**src/rtl/cfd_pkg.sv**
```systemverilog
// Contract
// - Primary failure raises nonmaskable event
// - Primary failure switches clock to watchdog
// - Recovery only while watchdog oscillator enabled
// - Processor keeps running on slow clock
// - No switch when watchdog already selected
// - Primary fails below about one kilohertz
// - Watchdog failure raises event, no switch
// - After watchdog failure, primary detection stops
// - Watchdog fails after 8004 cycles without edge
// - Detection re-enabled after source write (here primary detection resumes once the watchdog level toggles again)
package cfd_pkg;
    // ==========================================
    // Timing
    // ==========================================
    localparam int WDT_FAIL_CYCLES = 8004;
    // Primary threshold is 1 kHz, counted in watchdog oscillator edges
    localparam int PRI_FAIL_FREQ_HZ = 1000;
    localparam int WDT_OSC_FREQ_HZ = 10000;
    localparam int PRI_FAIL_WDT_EDGES = WDT_OSC_FREQ_HZ / PRI_FAIL_FREQ_HZ;
    localparam int CNT_W = 14;
    // ==========================================
    // Clock source selection codes
    // ==========================================
    localparam logic [2:0] SRC_IPO = 3'h0;
    localparam logic [2:0] SRC_WDT = 3'h3;
    localparam logic [2:0] SRC_RESET = 3'h0;
endpackage : cfd_pkg

```
**src/rtl/clock_failure_detect_recovery.sv**
```systemverilog
`timescale 1ns/1ns
// ==========================================
// Clock failure detection and recovery
// ==========================================
module clock_failure_detect_recovery #(
    parameter int WDT_FAIL_CYCLES = cfd_pkg::WDT_FAIL_CYCLES,
    parameter int PRI_FAIL_WDT_EDGES = cfd_pkg::PRI_FAIL_WDT_EDGES
) (
    input wire logic clock,
    input wire logic rst_n,
    input wire logic primary_osc_fail_detect_en,
    input wire logic wdt_osc_fail_detect_en,
    input wire logic wdt_osc_enable,
    input wire logic [2:0] clock_source_select,
    input wire logic primary_clk_seen,
    input wire logic wdt_clk_level,
    input wire logic pri_fail_ack,
    input wire logic wdt_fail_ack,
    output logic pri_fail_req_ff,
    output logic wdt_fail_req_ff,
    output logic recovery_active_ff,
    output logic [2:0] effective_source_ff,
    output logic wdt_failed_ff
);
    logic [cfd_pkg::CNT_W-1:0] wdt_gap;
    logic wdt_prev_ff;
    logic wdt_primed_ff;
    logic wdt_edge;
    logic wdt_toggle;
    logic [3:0] pri_gap_ff;
    logic pri_fail;
    logic wdt_fail;
    logic wdt_is_src;
    logic recovery_allowed;

    // ==========================================
    // Recovery state encoding
    // ==========================================
    // Watching the primary, or forced onto the watchdog oscillator
    typedef enum logic [0:0] {
        RCV_WATCH = 1'b0,
        RCV_FORCED = 1'b1
    } recover_state_t;
    recover_state_t rcv_state_ff;
    recover_state_t nxt_rcv_state;

    // ==========================================
    // Helper functions
    // ==========================================
    // Shared threshold test of both gap counters, widths matched by the caller
    function automatic logic gap_reached(
        input logic [cfd_pkg::CNT_W-1:0] gap,
        input logic [cfd_pkg::CNT_W-1:0] limit
    );
        return gap >= limit;
    endfunction : gap_reached

    // Decode of the watchdog oscillator source code
    function automatic logic names_wdt(
        input logic [2:0] code
    );
        return code == cfd_pkg::SRC_WDT;
    endfunction : names_wdt

    // ==========================================
    // Watchdog oscillator edge detection
    // ==========================================
    // First sample after reset has no history, so edges wait one clock
    always_ff @(posedge clock or negedge rst_n)
    begin
        if (!rst_n)
            wdt_primed_ff <= 1'b0;
        else
            wdt_primed_ff <= 1'b1;
    end

    // Previous watchdog level
    always_ff @(posedge clock or negedge rst_n)
    begin
        if (!rst_n)
            wdt_prev_ff <= 1'b0;
        else
            wdt_prev_ff <= wdt_clk_level;
    end

    // Rising edge and any level change, masked until primed to avoid a false edge
    assign wdt_edge = wdt_primed_ff && wdt_clk_level && !wdt_prev_ff;
    assign wdt_toggle = wdt_primed_ff && (wdt_clk_level != wdt_prev_ff);
    assign wdt_is_src = names_wdt(clock_source_select);

    // ==========================================
    // Watchdog oscillator failure detection
    // ==========================================
    // System clocks since the last watchdog edge
    cfd_edge_counter #(.WIDTH(cfd_pkg::CNT_W)) u_gap (
        .clock(clock),
        .rst_n(rst_n),
        .clear(wdt_edge),
        .run(wdt_osc_fail_detect_en),
        .count(wdt_gap)
    );
    // Failure when gap reaches the limit
    assign wdt_fail = wdt_osc_fail_detect_en &&
        gap_reached(wdt_gap, cfd_pkg::CNT_W'(WDT_FAIL_CYCLES - 1));

    // ==========================================
    // Primary failure: watchdog edges with no primary activity
    // ==========================================
    // Count watchdog edges while the primary stays quiet
    always_ff @(posedge clock or negedge rst_n)
    begin
        if (!rst_n)
            pri_gap_ff <= 4'h0;
        else if (!primary_osc_fail_detect_en || primary_clk_seen || wdt_failed_ff)
            pri_gap_ff <= 4'h0;
        else if (wdt_edge && pri_gap_ff != 4'hF)
            pri_gap_ff <= pri_gap_ff + 4'h1;
    end
    // Primary failure once enough quiet watchdog edges have passed
    assign pri_fail = primary_osc_fail_detect_en && !wdt_failed_ff &&
        gap_reached(cfd_pkg::CNT_W'(pri_gap_ff), cfd_pkg::CNT_W'(PRI_FAIL_WDT_EDGES));

    // ==========================================
    // Sticky watchdog failure state
    // ==========================================
    // Set on failure, cleared once the watchdog level moves again
    always_ff @(posedge clock or negedge rst_n)
    begin
        if (!rst_n)
            wdt_failed_ff <= 1'b0;
        else if (wdt_fail)
            wdt_failed_ff <= 1'b1;
        else if (wdt_toggle)
            wdt_failed_ff <= 1'b0;
    end

    // ==========================================
    // Primary event request
    // ==========================================
    // Pending until acknowledged; a new failure beats the acknowledge
    always_ff @(posedge clock or negedge rst_n)
    begin
        if (!rst_n)
            pri_fail_req_ff <= 1'b0;
        else if (pri_fail)
            pri_fail_req_ff <= 1'b1;
        else if (pri_fail_ack)
            pri_fail_req_ff <= 1'b0;
    end

    // ==========================================
    // Watchdog event request
    // ==========================================
    // Pending until acknowledged; a new failure beats the acknowledge
    always_ff @(posedge clock or negedge rst_n)
    begin
        if (!rst_n)
            wdt_fail_req_ff <= 1'b0;
        else if (wdt_fail)
            wdt_fail_req_ff <= 1'b1;
        else if (wdt_fail_ack)
            wdt_fail_req_ff <= 1'b0;
    end

    // ==========================================
    // Recovery permission
    // ==========================================
    // Recovery needs a running watchdog that is not already the source
    assign recovery_allowed = wdt_osc_enable && !wdt_is_src;

    // ==========================================
    // Recovery state machine
    // ==========================================
    // Force the watchdog source on failure, release once software is back
    always_comb
    begin
        nxt_rcv_state = rcv_state_ff;
        case (rcv_state_ff)
            RCV_WATCH:
            begin
                if (pri_fail && recovery_allowed)
                    nxt_rcv_state = RCV_FORCED;
            end
            RCV_FORCED:
            begin
                if (primary_clk_seen && !primary_osc_fail_detect_en)
                    nxt_rcv_state = RCV_WATCH;
            end
            default:
                nxt_rcv_state = RCV_WATCH;
        endcase
    end

    // Recovery state register
    always_ff @(posedge clock or negedge rst_n)
    begin
        if (!rst_n)
            rcv_state_ff <= RCV_WATCH;
        else
            rcv_state_ff <= nxt_rcv_state;
    end

    // Recovery flag follows the next state so that the output is registered
    always_ff @(posedge clock or negedge rst_n)
    begin
        if (!rst_n)
            recovery_active_ff <= 1'b0;
        else
            recovery_active_ff <= (nxt_rcv_state == RCV_FORCED);
    end

    // ==========================================
    // Effective clock source
    // ==========================================
    // Clock source handed to the clock tree; the core never halts
    always_ff @(posedge clock or negedge rst_n)
    begin
        if (!rst_n)
            effective_source_ff <= cfd_pkg::SRC_RESET;
        else if (recovery_active_ff)
            effective_source_ff <= cfd_pkg::SRC_WDT;
        else
            effective_source_ff <= clock_source_select;
    end
endmodule : clock_failure_detect_recovery

```
**src/rtl/cfd_edge_counter.sv**
```systemverilog
`timescale 1ns/1ns
// ==========================================
// Counter of system clocks since last event
// ==========================================
module cfd_edge_counter #(
    parameter int WIDTH = 14
) (
    input wire logic clock,
    input wire logic rst_n,
    input wire logic clear,
    input wire logic run,
    output logic [WIDTH-1:0] count
);
    // Saturating count, cleared on event or when idle
    always_ff @(posedge clock or negedge rst_n)
    begin
        if (!rst_n)
            count <= '0;
        else if (clear || !run)
            count <= '0;
        else if (count != {WIDTH{1'b1}})
            count <= count + 1'b1;
    end
endmodule : cfd_edge_counter

```
**config.mk**
```make
export PLATFORM = sky130hd
export DESIGN_NAME = clock_failure_detect_recovery
export DESIGN_NICKNAME = d
export VERILOG_FILES = /design/src/rtl/cfd_pkg.sv /design/src/rtl/clock_failure_detect_recovery.sv /design/src/rtl/cfd_edge_counter.sv
export SDC_FILE = /design/constraint.sdc
export NUM_CORES = 1
export LEC_CHECK = 0
export BUFFER_PORTS_ARGS = -buffer_cell sky130_fd_sc_hd__buf_4
export CAP_MARGIN = 5
export CORE_ASPECT_RATIO = 0.9
export CORE_MARGIN = 2
export CORE_UTILIZATION = 56
export CTS_CLUSTER_SIZE = 8
export DETAILED_ROUTE_END_ITERATION = 16
export PLACE_DENSITY = 0.88
export SLEW_MARGIN = 20
export SYNTH_ARGS = -nofsm -noshare
export SYNTH_HDL_FRONTEND = slang
export SYNTH_HIERARCHICAL = 1
export SYNTH_SLANG_ARGS = --single-unit
```
**constraint.sdc**
```tcl
create_clock -name clock -period 2.3 [get_ports clock]
set_clock_uncertainty 0.15 [all_clocks]
set_input_delay 0.115 -clock clock [delete_from_list [all_inputs] [get_ports clock]]
set_output_delay 0.115 -clock clock [all_outputs]
set_load 0.01 [all_outputs]
```
**After elaboration in Yosys (flattened, before gate mapping)**

Cells that the tools add are included.

- Register bits: 27
- Input port bits: 12
- Output and inout port bits: 7

- Add/subtract/negate cells: 2
- Order comparisons: 2
- Eq/ne operators: 4
- Muxes and demuxes: 14
- Bitwise operators: 1
- Reductions and logical operators: 23

Operators with widths:

| cell | number |
|---|---|
| $mux W14 | 2 |
| $add A14 B1 Y14 const B | 1 |
| $ge A14 B13 Y1 const B | 1 |
| $ne A14 B14 Y1 const B | 1 |
| $logic_and A1 B1 Y1 | 10 |
| $reduce_bool A2 Y1 | 5 |
| $mux W1 | 8 |
| $mux W4 | 2 |
| $logic_not A1 Y1 | 5 |
| $add A4 B1 Y4 const B | 1 |
| $ge A4 B4 Y1 const B | 1 |
| $ne A4 B4 Y1 const B | 1 |
| $eq A3 B2 Y1 const B | 1 |
| $logic_or A1 B1 Y1 | 3 |
| $mux W3 | 1 |
| $pmux W1 S2 | 1 |
| $ne A1 B1 Y1 | 1 |
| $not A1 Y1 | 1 |

**Depth between registers and ports, before layout**

Gate-level depths: netlist (run 1).

- Word-level depth: 6
- Mapped depth: 6
- Mapped depth without buffers: 5

**By module**

The synthesis (run 1) kept the hierarchy.

By module, submodules not included:

| module | times used | cells each | area an instance (um^2) |
|---|---|---|---|
| cfd_edge_counter | 1 | 82 | 763.2 |
| clock_failure_detect_recovery | 1 | 58 | 618.1 |

**Least setup slack after synthesis (run 1)**

Ideal clock, no wire load.

- Kind: register to register
- Start point: reg u_gap.count[0]
- End point: reg u_gap.count[10]
- Arrival: 1703 ps
- Data required time: 2072 ps
- Path slack: 369 ps
- Stages on the path, launching flop included: 7
- Clock period less this slack: 1931 ps
- Path through: dfrtp_1 -> ha_1 -> and3_1 -> and4_4 -> clkbuf_2 -> or3_1 -> a21oi_1

- Word-level cells in the longest chain between the ends: 3

Ends and longest elaborated chain:

| what | RTL line | text |
|---|---|---|
| from (decl) | cfd_edge_counter.sv:12 | `output logic [WIDTH-1:0] count` |
| from (signal assigned) | cfd_edge_counter.sv:22 | `count <= count + 1'b1;` |
| $add A14 B1 Y14 | cfd_edge_counter.sv:22 |  |
| $mux W14 | cfd_edge_counter.sv:21 | `else if (count != {WIDTH{1'b1}})` |
| $mux W14 | cfd_edge_counter.sv:19 | `else if (clear \|\| !run)` |

Several ways; a longest one is shown, not always the timed one. The select of a mux whose other input is x is not followed.
A chain may end at the register's enable or synchronous reset.

==> metrics.md, run 1 <==
| Metric | Value |
|---|---|
| Status | finished, final reports clean |
| GP Congestion | slightly above 0.9 |
| Num CTS Buffers | 3 |
| CTS root buffer | clkbuf_4 |
| Post-route antenna net violation count | 0 |
| GRT overflow | 0 |
| WL per Instance | ~16 um |
| Area used by multi-input combinational logic | 666 um2 |
| Largest net degree at the start of global routing | 28 |
| First DRT Iteration DRCs | 54 |
| Clock-pin slew on the worst setup and hold paths | roughly 0.15 ns |
| Ys Warns | 6 |
| Final Cell Area | 0.00170 mm2 |
| First-pass detailed-route iteration total | 5 |
| Tot GR Track Use | around 24% |
| Max Fclk | between 0.4 and 0.5 GHz |
| CTS Sinks | 27 |
| Synthesized area per cell | 9.87 um2 |
| Number of diodes | 0 |
| Die W | about 56 um |
| Total number of vias | around 1,200 |
| RSZ-0062 raised after global routing | false |
| Total power | 773 uW |
| Setup TNS Final | 0 ns |
| Core Area | ~0.0024 mm2 |
| Clk Latency, worst-skew pair | 0.33 ns |
| Final design utilization | a little under three quarters |
| Cell Rows | 17 |
| Vias/cell | a little over 6 |
| Port buffer count | 18 |
| Place WS | 0.248 ns |
| Max rail drop VDD | between 0.5 and 0.6 mV |
| Post CTS Setup Buffer Count | 0 |
| Tmin final | around 2.1 ns |
| Final setup margin | roughly 0.17 ns |
| H-tree levels | 1 |
| Drt drc | 0 |
| Crit Path Max Fanout | 2 |
| Fin. max-slew vios | 0 |
| Final setup vio count | 0 |
| Number of global-route vias before repair | 1,148 |
| Initial antenna violation count | 0 |
| Clk buf depth | 2 |
| Share of cells above drive strength 1 | 16.2% |
| CP arrival | 2.21 ns |
| # fillers | 180 |
| Mapped Nets | approximately 160 |
| Crit end category | flip-flop |
| CTS tree | done |
| Drt total wl | approximately 3.2 mm |
| #FFs+latches synth | 27 |
| Final Hold Viols | 0 |
| Area grow syn2layout | 23.3% |
| FF+latch area | ~680 um2 |
| Global-route wire length before repair | around 5.3 mm |
| Max cap viols | 0 |
| Post-synthesis sequential area ratio | roughly half |
| Initial Util | 57.5% |
| Die area | 0.00288 mm2 |
| Pleak | roughly 0.74 nW |
| Worst setup path class | in2reg |
| Synth Instances | 140 |
| I/O pin total | 19 |
| Worst path required time | between 2 and 2.5 ns |
| Min-delay worst type | in2async |
| Area after DPL | between 0.0015 and 0.002 mm2 |
| Die H | ~51 um |
| Yosys cell types | 41 |
| Pwr dens | 454 mW/mm2 |
| Post-DP HPWL | between 2 and 2.5 mm |
| Final net count | 190 |
| CP startpoint kind | input pin |
| Cell area after synthesis | 0.00138 mm2 |
| Tcrit/Tclk final | 92.7% |
## layer usage
metal / vias to the layer above / global-route usage [%] / part of all wire [%]
met5: - / 0 / 0
met4: 0 / 7.54 / 1.1
met3: 4 / 5.06 / 5.3
met2: 43 / 40.2 / 51
met1: 592 / 32.1 / 43
li1: 590 / - / -
## cell type report
type | instances | area share (%)
Multi-Input combinational cell | 103 | 39.1
Sequential cell | 27 | 39.7
Clock buffer | 3 | 1.32
Inverter | 7 | 1.54
Tap cell | 28 | 2.06
Timing Repair Buffer | 32 | 16.0
Clock inverter | 1 | 0.294
## through the flow
step / hold WS [ns] / instances
detailed placement: -0.106 / 184
global placement: -0.113 / 184
floorplan: -0.331 / 140
CTS: 0.0682 / 201
global route: 0.0664 / 201
finish: 0.0567 / 201
## kinds of logic (layout without fill, tap and decap cells)
group                      count (synthesis)  after routing  share of synthesized area (%)
buffers and inverters                     10             43                           2.90
DFF                                       27             27                           48.9
muxes                                      1              1                          0.725
xor gates and xnor gates                   3              3                           1.90
and+or+nand+nor                           55             55                           24.3
AOI/OAI and AO/OA                         39             39                           17.4
other                                      1              1                          0.271
adders and majority gates                  4              4                           3.62
## path summary, 6_finish.rpt
kind | start | endpoint | slack (ns) | cells past startpoint
min | rst_n | effective_source_ff[1] | 0.06 | 2
max | primary_clk_seen | recovery_active_ff | 0.17 | 7
max reg2reg | pri_gap_ff[0] | recovery_active_ff | 0.22 | 5
max in group asynchronous | rst_n | u_gap/count[0] | 1.67 | 2
min reg2reg | pri_gap_ff[2] | pri_gap_ff[2] | 0.39 | 1
min in group clock | wdt_clk_level | wdt_prev_ff | 0.34 | 2
## sequential cells by signal, indices dropped and copies added, names as in the netlist
signal               flops
wdt_fail_req_ff          1
recovery_active_ff       1
u_gap/count             14
wdt_prev_ff              1
pri_fail_req_ff          1
effective_source_ff      3
wdt_failed_ff            1
wdt_primed_ff            1
pri_gap_ff               4
## cell usage after synthesis (all sizes together)
cell type  count  share of area [%]
dfrtp         27                 49
a21oi         12                4.3
o21ai         12                4.3
nand2         10                2.7
nand3          9                3.6
or3            8                3.6
inv            7                1.9
and3           5                2.3
ha             4                3.6
nand4          4                1.8
and4           3                2.1
nor2b          3                1.4
o311ai         3                1.9
o31ai          3                1.6
o41ai          3                1.9
or2            3                1.4
or4            3                1.6
clkbuf         2               0.63
nor2           2               0.54
xor2           2                1.3
a211oi         1               0.54
a31oi          1               0.45
a32oi          1               0.63
buf            1               0.36
conb           1               0.27
mux2i          1               0.72
nand2b         1               0.45
nand3b         1                1.4
nor3           1               0.36
nor3b          1               0.54
nor4           1               0.45
o211ai         1               0.54
o22ai          1               0.45
o2bb2ai        1               0.63
xnor2          1               0.63
## report_power, final
group          switching, mW  leakage, nW  internal [mW]
clock                  0.136       0.0177         0.0652
combinational         0.0374        0.360         0.0396
sequential            0.0109        0.363          0.483
## repair_timing
action | in CTS | in global routing
hold endpoints to repair | 39 | 0
gates resized for setup | 0 | 1
hold buffers | 13 | 0
endpoints found under the setup margin | 0 | 1
## critical path, stage by stage
cell and delay (ns):
dlygate4sd3_1 0.53, buf_4 0.11, inv_1 0.05, o21ai_0 0.14, dlygate4sd3_1 0.59, o31ai_1 0.07, dlygate4sd3_1 0.59
## cell usage in the layout (no fill, tap or decap), types with 2 or more instances in the layout
master,instances
and3_1,5
dfrtp_1,27
a21oi_1,12
xor2_1,2
or3_1,8
nand4_1,4
o311ai_1,2
o21ai_1,4
nor2b_1,3
o31ai_1,3
dlygate4sd3_1,13
nand3_1,8
or2_2,2
ha_1,4
inv_1,7
or4_1,3
and4_1,2
o41ai_1,3
clkbuf_4,3
o21ai_0,8
nor2_1,2
buf_4,19
nand2_1,10
Power figures use the tool's default switching activity.
==> run 2: changes to the inputs <==
Settings changed: ABC_AREA set to 1, CORE_UTILIZATION 56 to 57.
==> run 2 against run 1 <==
The flow now finishes with violations (design-rule violations). Sequential share of layout area shrank 3.4 points. Cell area is 9.3% higher. Non-clock buffer count stayed put. Maximum frequency increased by 1.8%. Clock power about the same. Sequential power about the same. Setup slack better by 0.038 ns. Total power barely moved. Global-route usage increased by 0.26 points. First-iteration DRC count shrank 3.7%.
==> metrics.md, run 2 <==
| Metric | Value |
|---|---|
| Tcrit/Tclk final | roughly 90% |
| Initial Util | between 60% and 70% |
| Max Fclk | roughly 0.48 GHz |
| CP arrival | between 2 and 2.5 ns |
| Reg2reg path depth | 4 |
| Yosys cell types | 26 |
| Num CTS Buffers | 3 |
| Number of diodes | 0 |
| CTS tree | done |
| Synth async-reset ratio | 100% |
| Final net count | around 250 |
| Ys Warns | 6 |
| Worst setup path class | in2reg |
| Total power | 773 uW |
| Yosys top cell area share | a little over two fifths |
| Tmin final | approximately 2.1 ns |
| Clk buf depth | 2 |
| Final setup vio count | 0 |
| Post-DP HPWL | 2.29 mm |
| CTS Sinks | 27 |
| Drt total wl | between 3 and 4 mm |
| Post-synthesis simple-gate area fraction | between 40 and 50% |
| Setup TNS Final | 0 ns |
| Post-synth EDFFs | 0 |
| Post-route antenna net violation count | 0 |
| Pleak | 0.986 nW |
| Fin. max-slew vios | 0 |
| Tot GR Track Use | ~24% |
| Cell Rows | 17 |
| GP Congestion | between 0.8 and 0.9 |
| RSZ-0062 raised after global routing | false |
| Clk Latency, worst-skew pair | ~0.32 ns |
| GRT overflow | 0 |
| Final Hold Viols | 0 |
| Post-Synth Adder-Cell Area | between 3 and 4% |
| Biggest register | u_gap/count |
| Area after DPL | ~0.0017 mm2 |
| Share of cells above drive strength 1 | 20.6% |
| Core Area | 0.00251 mm2 |
| Largest net degree at the start of global routing | 28 |
| Synth Instances | just under 200 |
| FF+latch area | about 680 um2 |
| Clock-pin slew on the worst setup and hold paths | roughly 0.14 ns |
| I/O pin total | 19 |
| WL per Instance | 12.8 um |
| Cell area after synthesis | between 0.0015 and 0.002 mm2 |
| Die area | about 0.0031 mm2 |
| Top FF cell, synth | dfrtp_1 |
| Vias/cell | roughly 5.4 |
| Pwr dens | between 400 and 500 mW/mm2 |
| Yosys top cell by area | dfrtp_1 |
| Global-route wire length before repair | approximately 5.7 mm |
| #FFs+latches synth | 27 |
| Number of global-route vias before repair | 1,345 |
| Die W | around 59 um |
| Port buffer count | 18 |
| Die H | around 53 um |
| Compound-Gate Fraction of Synth Area | between 5 and 6% |
| Area grow syn2layout | 20.7% |
| CTS root buffer | clkbuf_4 |
| CP startpoint kind | input pin |
| Failing checks | design-rule violations |
| Crit end category | flip-flop |
| Initial antenna violation count | 0 |
| Mux cell area share after synthesis | 0% |
| Max cap viols | 0 |
| Synth area leaders | dfrtp_1 44%, nand2_1 12%, nand3_1 10% |
| Worst path required time | between 2 and 2.5 ns |
| Commonest cells after routing, fill and taps aside | 48 x nand2_1, 31 x nand3_1, 27 x dfrtp_1 |
| Post CTS Setup Buffer Count | 0 |
| Synthesized area per cell | ~8.0 um2 |
| Post-synthesis sequential area ratio | between 40% and 50% |
| Final Cell Area | 0.00186 mm2 |
| Crit Path Max Fanout | 2 |
| Count leader, synth | nand2_1 |
| Area used by multi-input combinational logic | 768 um2 |
| Mapped Nets | 210 |
| Status | finished, violations left |
| Final setup margin | 0.207 ns |
| Min-delay worst type | in2async |
| Place WS | slightly below 0.7 ns |
| Drt drc | 1 |
| Largest family of logic cells by synthesized area | simple AND/OR/NAND/NOR gates |
| First-pass detailed-route iteration total | 10 |
| H-tree levels | 1 |
| Commonest non-fill, non-tap cell in the layout | nand2_1 |
| Regs by FF count | u_gap/count: 14 flops, pri_gap_ff: 4 flops, effective_source_ff: 3 flops |
| Max rail drop VDD | 0.470 mV |
| XOR/XNOR Fraction of Synth Area | 0% |
| First DRT Iteration DRCs | 52 |
| # fillers | ~200 |
| Total number of vias | 1,393 |
| Synth cell count leaders | 48 x nand2_1, 31 x nand3_1, 27 x dfrtp_1 |
| Max reg flops | 14 |
## run 2: cell families after synthesis
family,Yosys count
simple gates,126
flops,27
buf+inv,24
compound gates,12
fa+ha+maj,4
other cells,1
## run 2: final timing paths
check	slack, ns	start	endpoint
max in group asynchronous	1.68	rst_n	wdt_failed_ff
worst min-delay path	0.07	rst_n	u_gap/count[10]
min in group clock	0.33	wdt_clk_level	wdt_prev_ff
worst min register to register	0.37	recovery_active_ff	effective_source_ff[2]
worst max register to register	0.30	recovery_active_ff	recovery_active_ff
worst max-delay path	0.21	primary_osc_fail_detect_en	recovery_active_ff
## run 2: repair_timing
action | CTS | global route
hold buffers | 13 | 0
resized for setup | 0 | 0
hold endpoints to repair | 39 | 0
## run 2: final cells by class
class / instances / area share (%)
Tap cell: 28 / 1.88
Sequential cell: 27 / 36.3
Clock buffer: 3 / 1.21
Multi-Input combinational cell: 143 / 41.3
Timing Repair Buffer: 32 / 14.7
Inverter: 22 / 4.44
Clock inverter: 1 / 0.269
## run 2: critical path: stages
cell           delay [ns]
dlygate4sd3_1        0.54
buf_4                0.14
o21ai_0              0.16
dlygate4sd3_1        0.58
o21ai_0              0.07
dlygate4sd3_1        0.56
## run 2: where the power goes
| part | leakage (nW) | switching, mW | internal [mW] |
|---|---|---|---|
| Combinational | 0.605 | 0.0404 | 0.0416 |
| Clock | 0.0177 | 0.134 | 0.0652 |
| Sequential | 0.363 | 0.00789 | 0.483 |
## run 2: metrics by stage
stage / hold slack (ns) / utilization (%) / instances
after global routing: 0.0948 / 74.2 / 256
final: 0.0663 / 74.2 / 256
after detailed placement: -0.106 / 67.9 / 239
after floorplan: -0.331 / - / 194
after CTS: 0.0731 / 74.2 / 256
after global placement: -0.111 / 67.9 / 239
## run 2: metal layers
metal  part of all wire, %  GRT usage (%)
met5                     0              0
met4                  0.95           4.17
met3                   5.1           5.62
met2                    52           43.1
met1                    41           30.9
==> run 3: changes to the inputs <==
--- a/config.mk
+++ b/config.mk
@@ -15,3 +15,4 @@
 export DETAILED_ROUTE_END_ITERATION = 16
-export PLACE_DENSITY = 0.88
+export HOLD_SLACK_MARGIN = 0.08
+export PLACE_DENSITY_LB_ADDON = 0.08
 export SLEW_MARGIN = 20
==> constraint.sdc (replaced) <==
create_clock -name clock -period 2.3 [get_ports clock]
set_clock_uncertainty 0.15 [all_clocks]
set_input_delay 0.23 -clock clock [delete_from_list [all_inputs] [get_ports clock]]
set_output_delay 0.23 -clock clock [all_outputs]
set_load 0.01 [all_outputs]
==> run 3 against run 2 <==
The flow still finishes with violations (design-rule violations). First-iteration DRC count rose by 31%. Setup slack worse by 0.042 ns. Largest power group unchanged. Cell count shrank 0.39%. Total power up 0.36%. Sequential power about the same.
==> metrics.md, run 3 (synthesized netlist as in run 2, its figures left out) <==
| Metric | Value |
|---|---|
| Final Hold Viols | 0 |
| R2R Path End | recovery_active_ff |
| Pleak | between 0.9 and 1 nW |
| I/O pin total | 19 |
| Die H | about 53 um |
| Drt total wl | 3.13 mm |
| GP Congestion | between 0.8 and 0.9 |
| CP arrival | 2.21 ns |
| Setup TNS Final | 0 ns |
| Die area | 0.00314 mm2 |
| Max Fclk | between 0.4 and 0.5 GHz |
| Worst setup path class | in2reg |
| Worst path required time | between 2 and 2.5 ns |
| Final design utilization | 73.7% |
| Final setup margin | approximately 0.16 ns |
| R2R Path Start | recovery_active_ff |
| Clock-pin slew on the worst setup and hold paths | 0.14 ns |
| Final setup vio count | 0 |
| Largest net degree at the start of global routing | 28 |
| First-pass detailed-route iteration total | 12 |
| Clk Latency, worst-skew pair | approximately 0.32 ns |
| Place WS | slightly below 0.7 ns |
| Regs by FF count | u_gap/count: 14 flops, pri_gap_ff: 4 flops, effective_source_ff: 3 flops |
| GRT overflow | 0 |
| Pwr dens | 419 mW/mm2 |
| Crit Path Max Fanout | 2 |
| Cell Rows | 17 |
| Commonest cells after routing, fill and taps aside | 48 x nand2_1, 31 x nand3_1, 27 x dfrtp_1 |
| Tot GR Track Use | between 20% and 30% |
| Vias/cell | roughly 5.3 |
| CTS root buffer | clkbuf_4 |
| Initial Util | around three fifths |
| R2r setup slk | about 0.34 ns |
| Biggest register | u_gap/count |
| Tcrit/Tclk final | 92.8% |
| WL per Instance | roughly 12 um |
| Post CTS Setup Buffer Count | 0 |
| Number of diodes | 0 |
| Drt drc | 1 |
| Share of cells above drive strength 1 | slightly above 20% |
| Initial antenna violation count | 0 |
| Post-DP HPWL | between 2 and 2.5 mm |
| Global-route wire length before repair | around 5.4 mm |
| Core Area | roughly 0.0025 mm2 |
| Port buffer count | 18 |
| Area grow syn2layout | 20.0% |
| CTS Sinks | 27 |
| Fin. max-slew vios | 0 |
| Min-delay worst type | in2async |
| CTS tree | done |
| Max reg flops | 14 |
| Reg2reg path depth | 4 |
| Number of global-route vias before repair | 1,240 |
| Status | finished, violations left |
| Clk buf depth | 2 |
| Tmin final | roughly 2.1 ns |
| Total number of vias | 1,358 |
| Die W | a little under 60 um |
| H-tree levels | 1 |
| Crit end category | flip-flop |
| RSZ-0062 raised after global routing | false |
| CP startpoint kind | input pin |
| Max cap viols | 0 |
| Num CTS Buffers | 3 |
| # resized after CTS | 0 |
| Max rail drop VDD | roughly 0.43 mV |
| First DRT Iteration DRCs | about 70 |
| Final net count | 244 |
| Hold buffers post-CTS | 12 |
| Failing checks | design-rule violations |
| Commonest non-fill, non-tap cell in the layout | nand2_1 |
| Post-route antenna net violation count | 0 |
==> run 3: where the power goes <==
part | internal, mW | total (mW) | switching (mW)
sequential | 0.483 | 0.492 | 0.00811
clock | 0.0679 | 0.202 | 0.134
combinational | 0.0415 | 0.0821 | 0.0406
total | 0.593 | 0.775 | 0.183
==> run 3: layer usage <==
layer	track usage [%]	share of wire [%]
met2	40.2	49
met1	29.1	44
met4	4.92	0.67
met3	5.13	6.0
met5	0	0
==> run 3: worst max path at each step <==
stage | depth (start not counted) | slack (ns) | from | endpoint
floorplan | 8 | 0.84 | u_gap/count[0] | u_gap/count[10]
global placement | 5 | 0.75 | wdt_primed_ff | u_gap/count[7]
detailed placement | 7 | 0.68 | u_gap/count[0] | u_gap/count[7]
CTS | 6 | 0.18 | primary_osc_fail_detect_en | recovery_active_ff
global route | 7 | 0.05 | primary_clk_seen | recovery_active_ff
finish | 6 | 0.16 | primary_osc_fail_detect_en | recovery_active_ff
==> run 3: cell type report <==
class | count | area, um2
fillers | 199 | 659
well taps | 28 | 35.0
repair buffers | 31 | 263
flip-flops and latches | 27 | 676
inverters | 22 | 82.6
clock buffers | 4 | 26.3
multi-input cells | 143 | 768
==> run 3: stage by stage <==
stage | total power [mW] | cells | hold WS [ns] | instance area (um2)
3_3_place_gp | 0.567 | 239 | 0.0102 | 1700
3_5_place_dp | 0.569 | 239 | 0.00891 | 1700
4_1_cts | 0.782 | 255 | 0.189 | 1850
6_report | 0.775 | 255 | 0.194 | 1850
2_1_floorplan | 0.531 | 194 | -0.216 | 1540
5_1_grt | 0.805 | 255 | 0.222 | 1850
==> run 3: worst max-delay path, stage by stage <==
cell and delay [ns]:
dlygate4sd3_1 0.54, buf_4 0.13, o21ai_0 0.13, dlygate4sd3_1 0.55
o21ai_0 0.07, dlygate4sd3_1 0.56
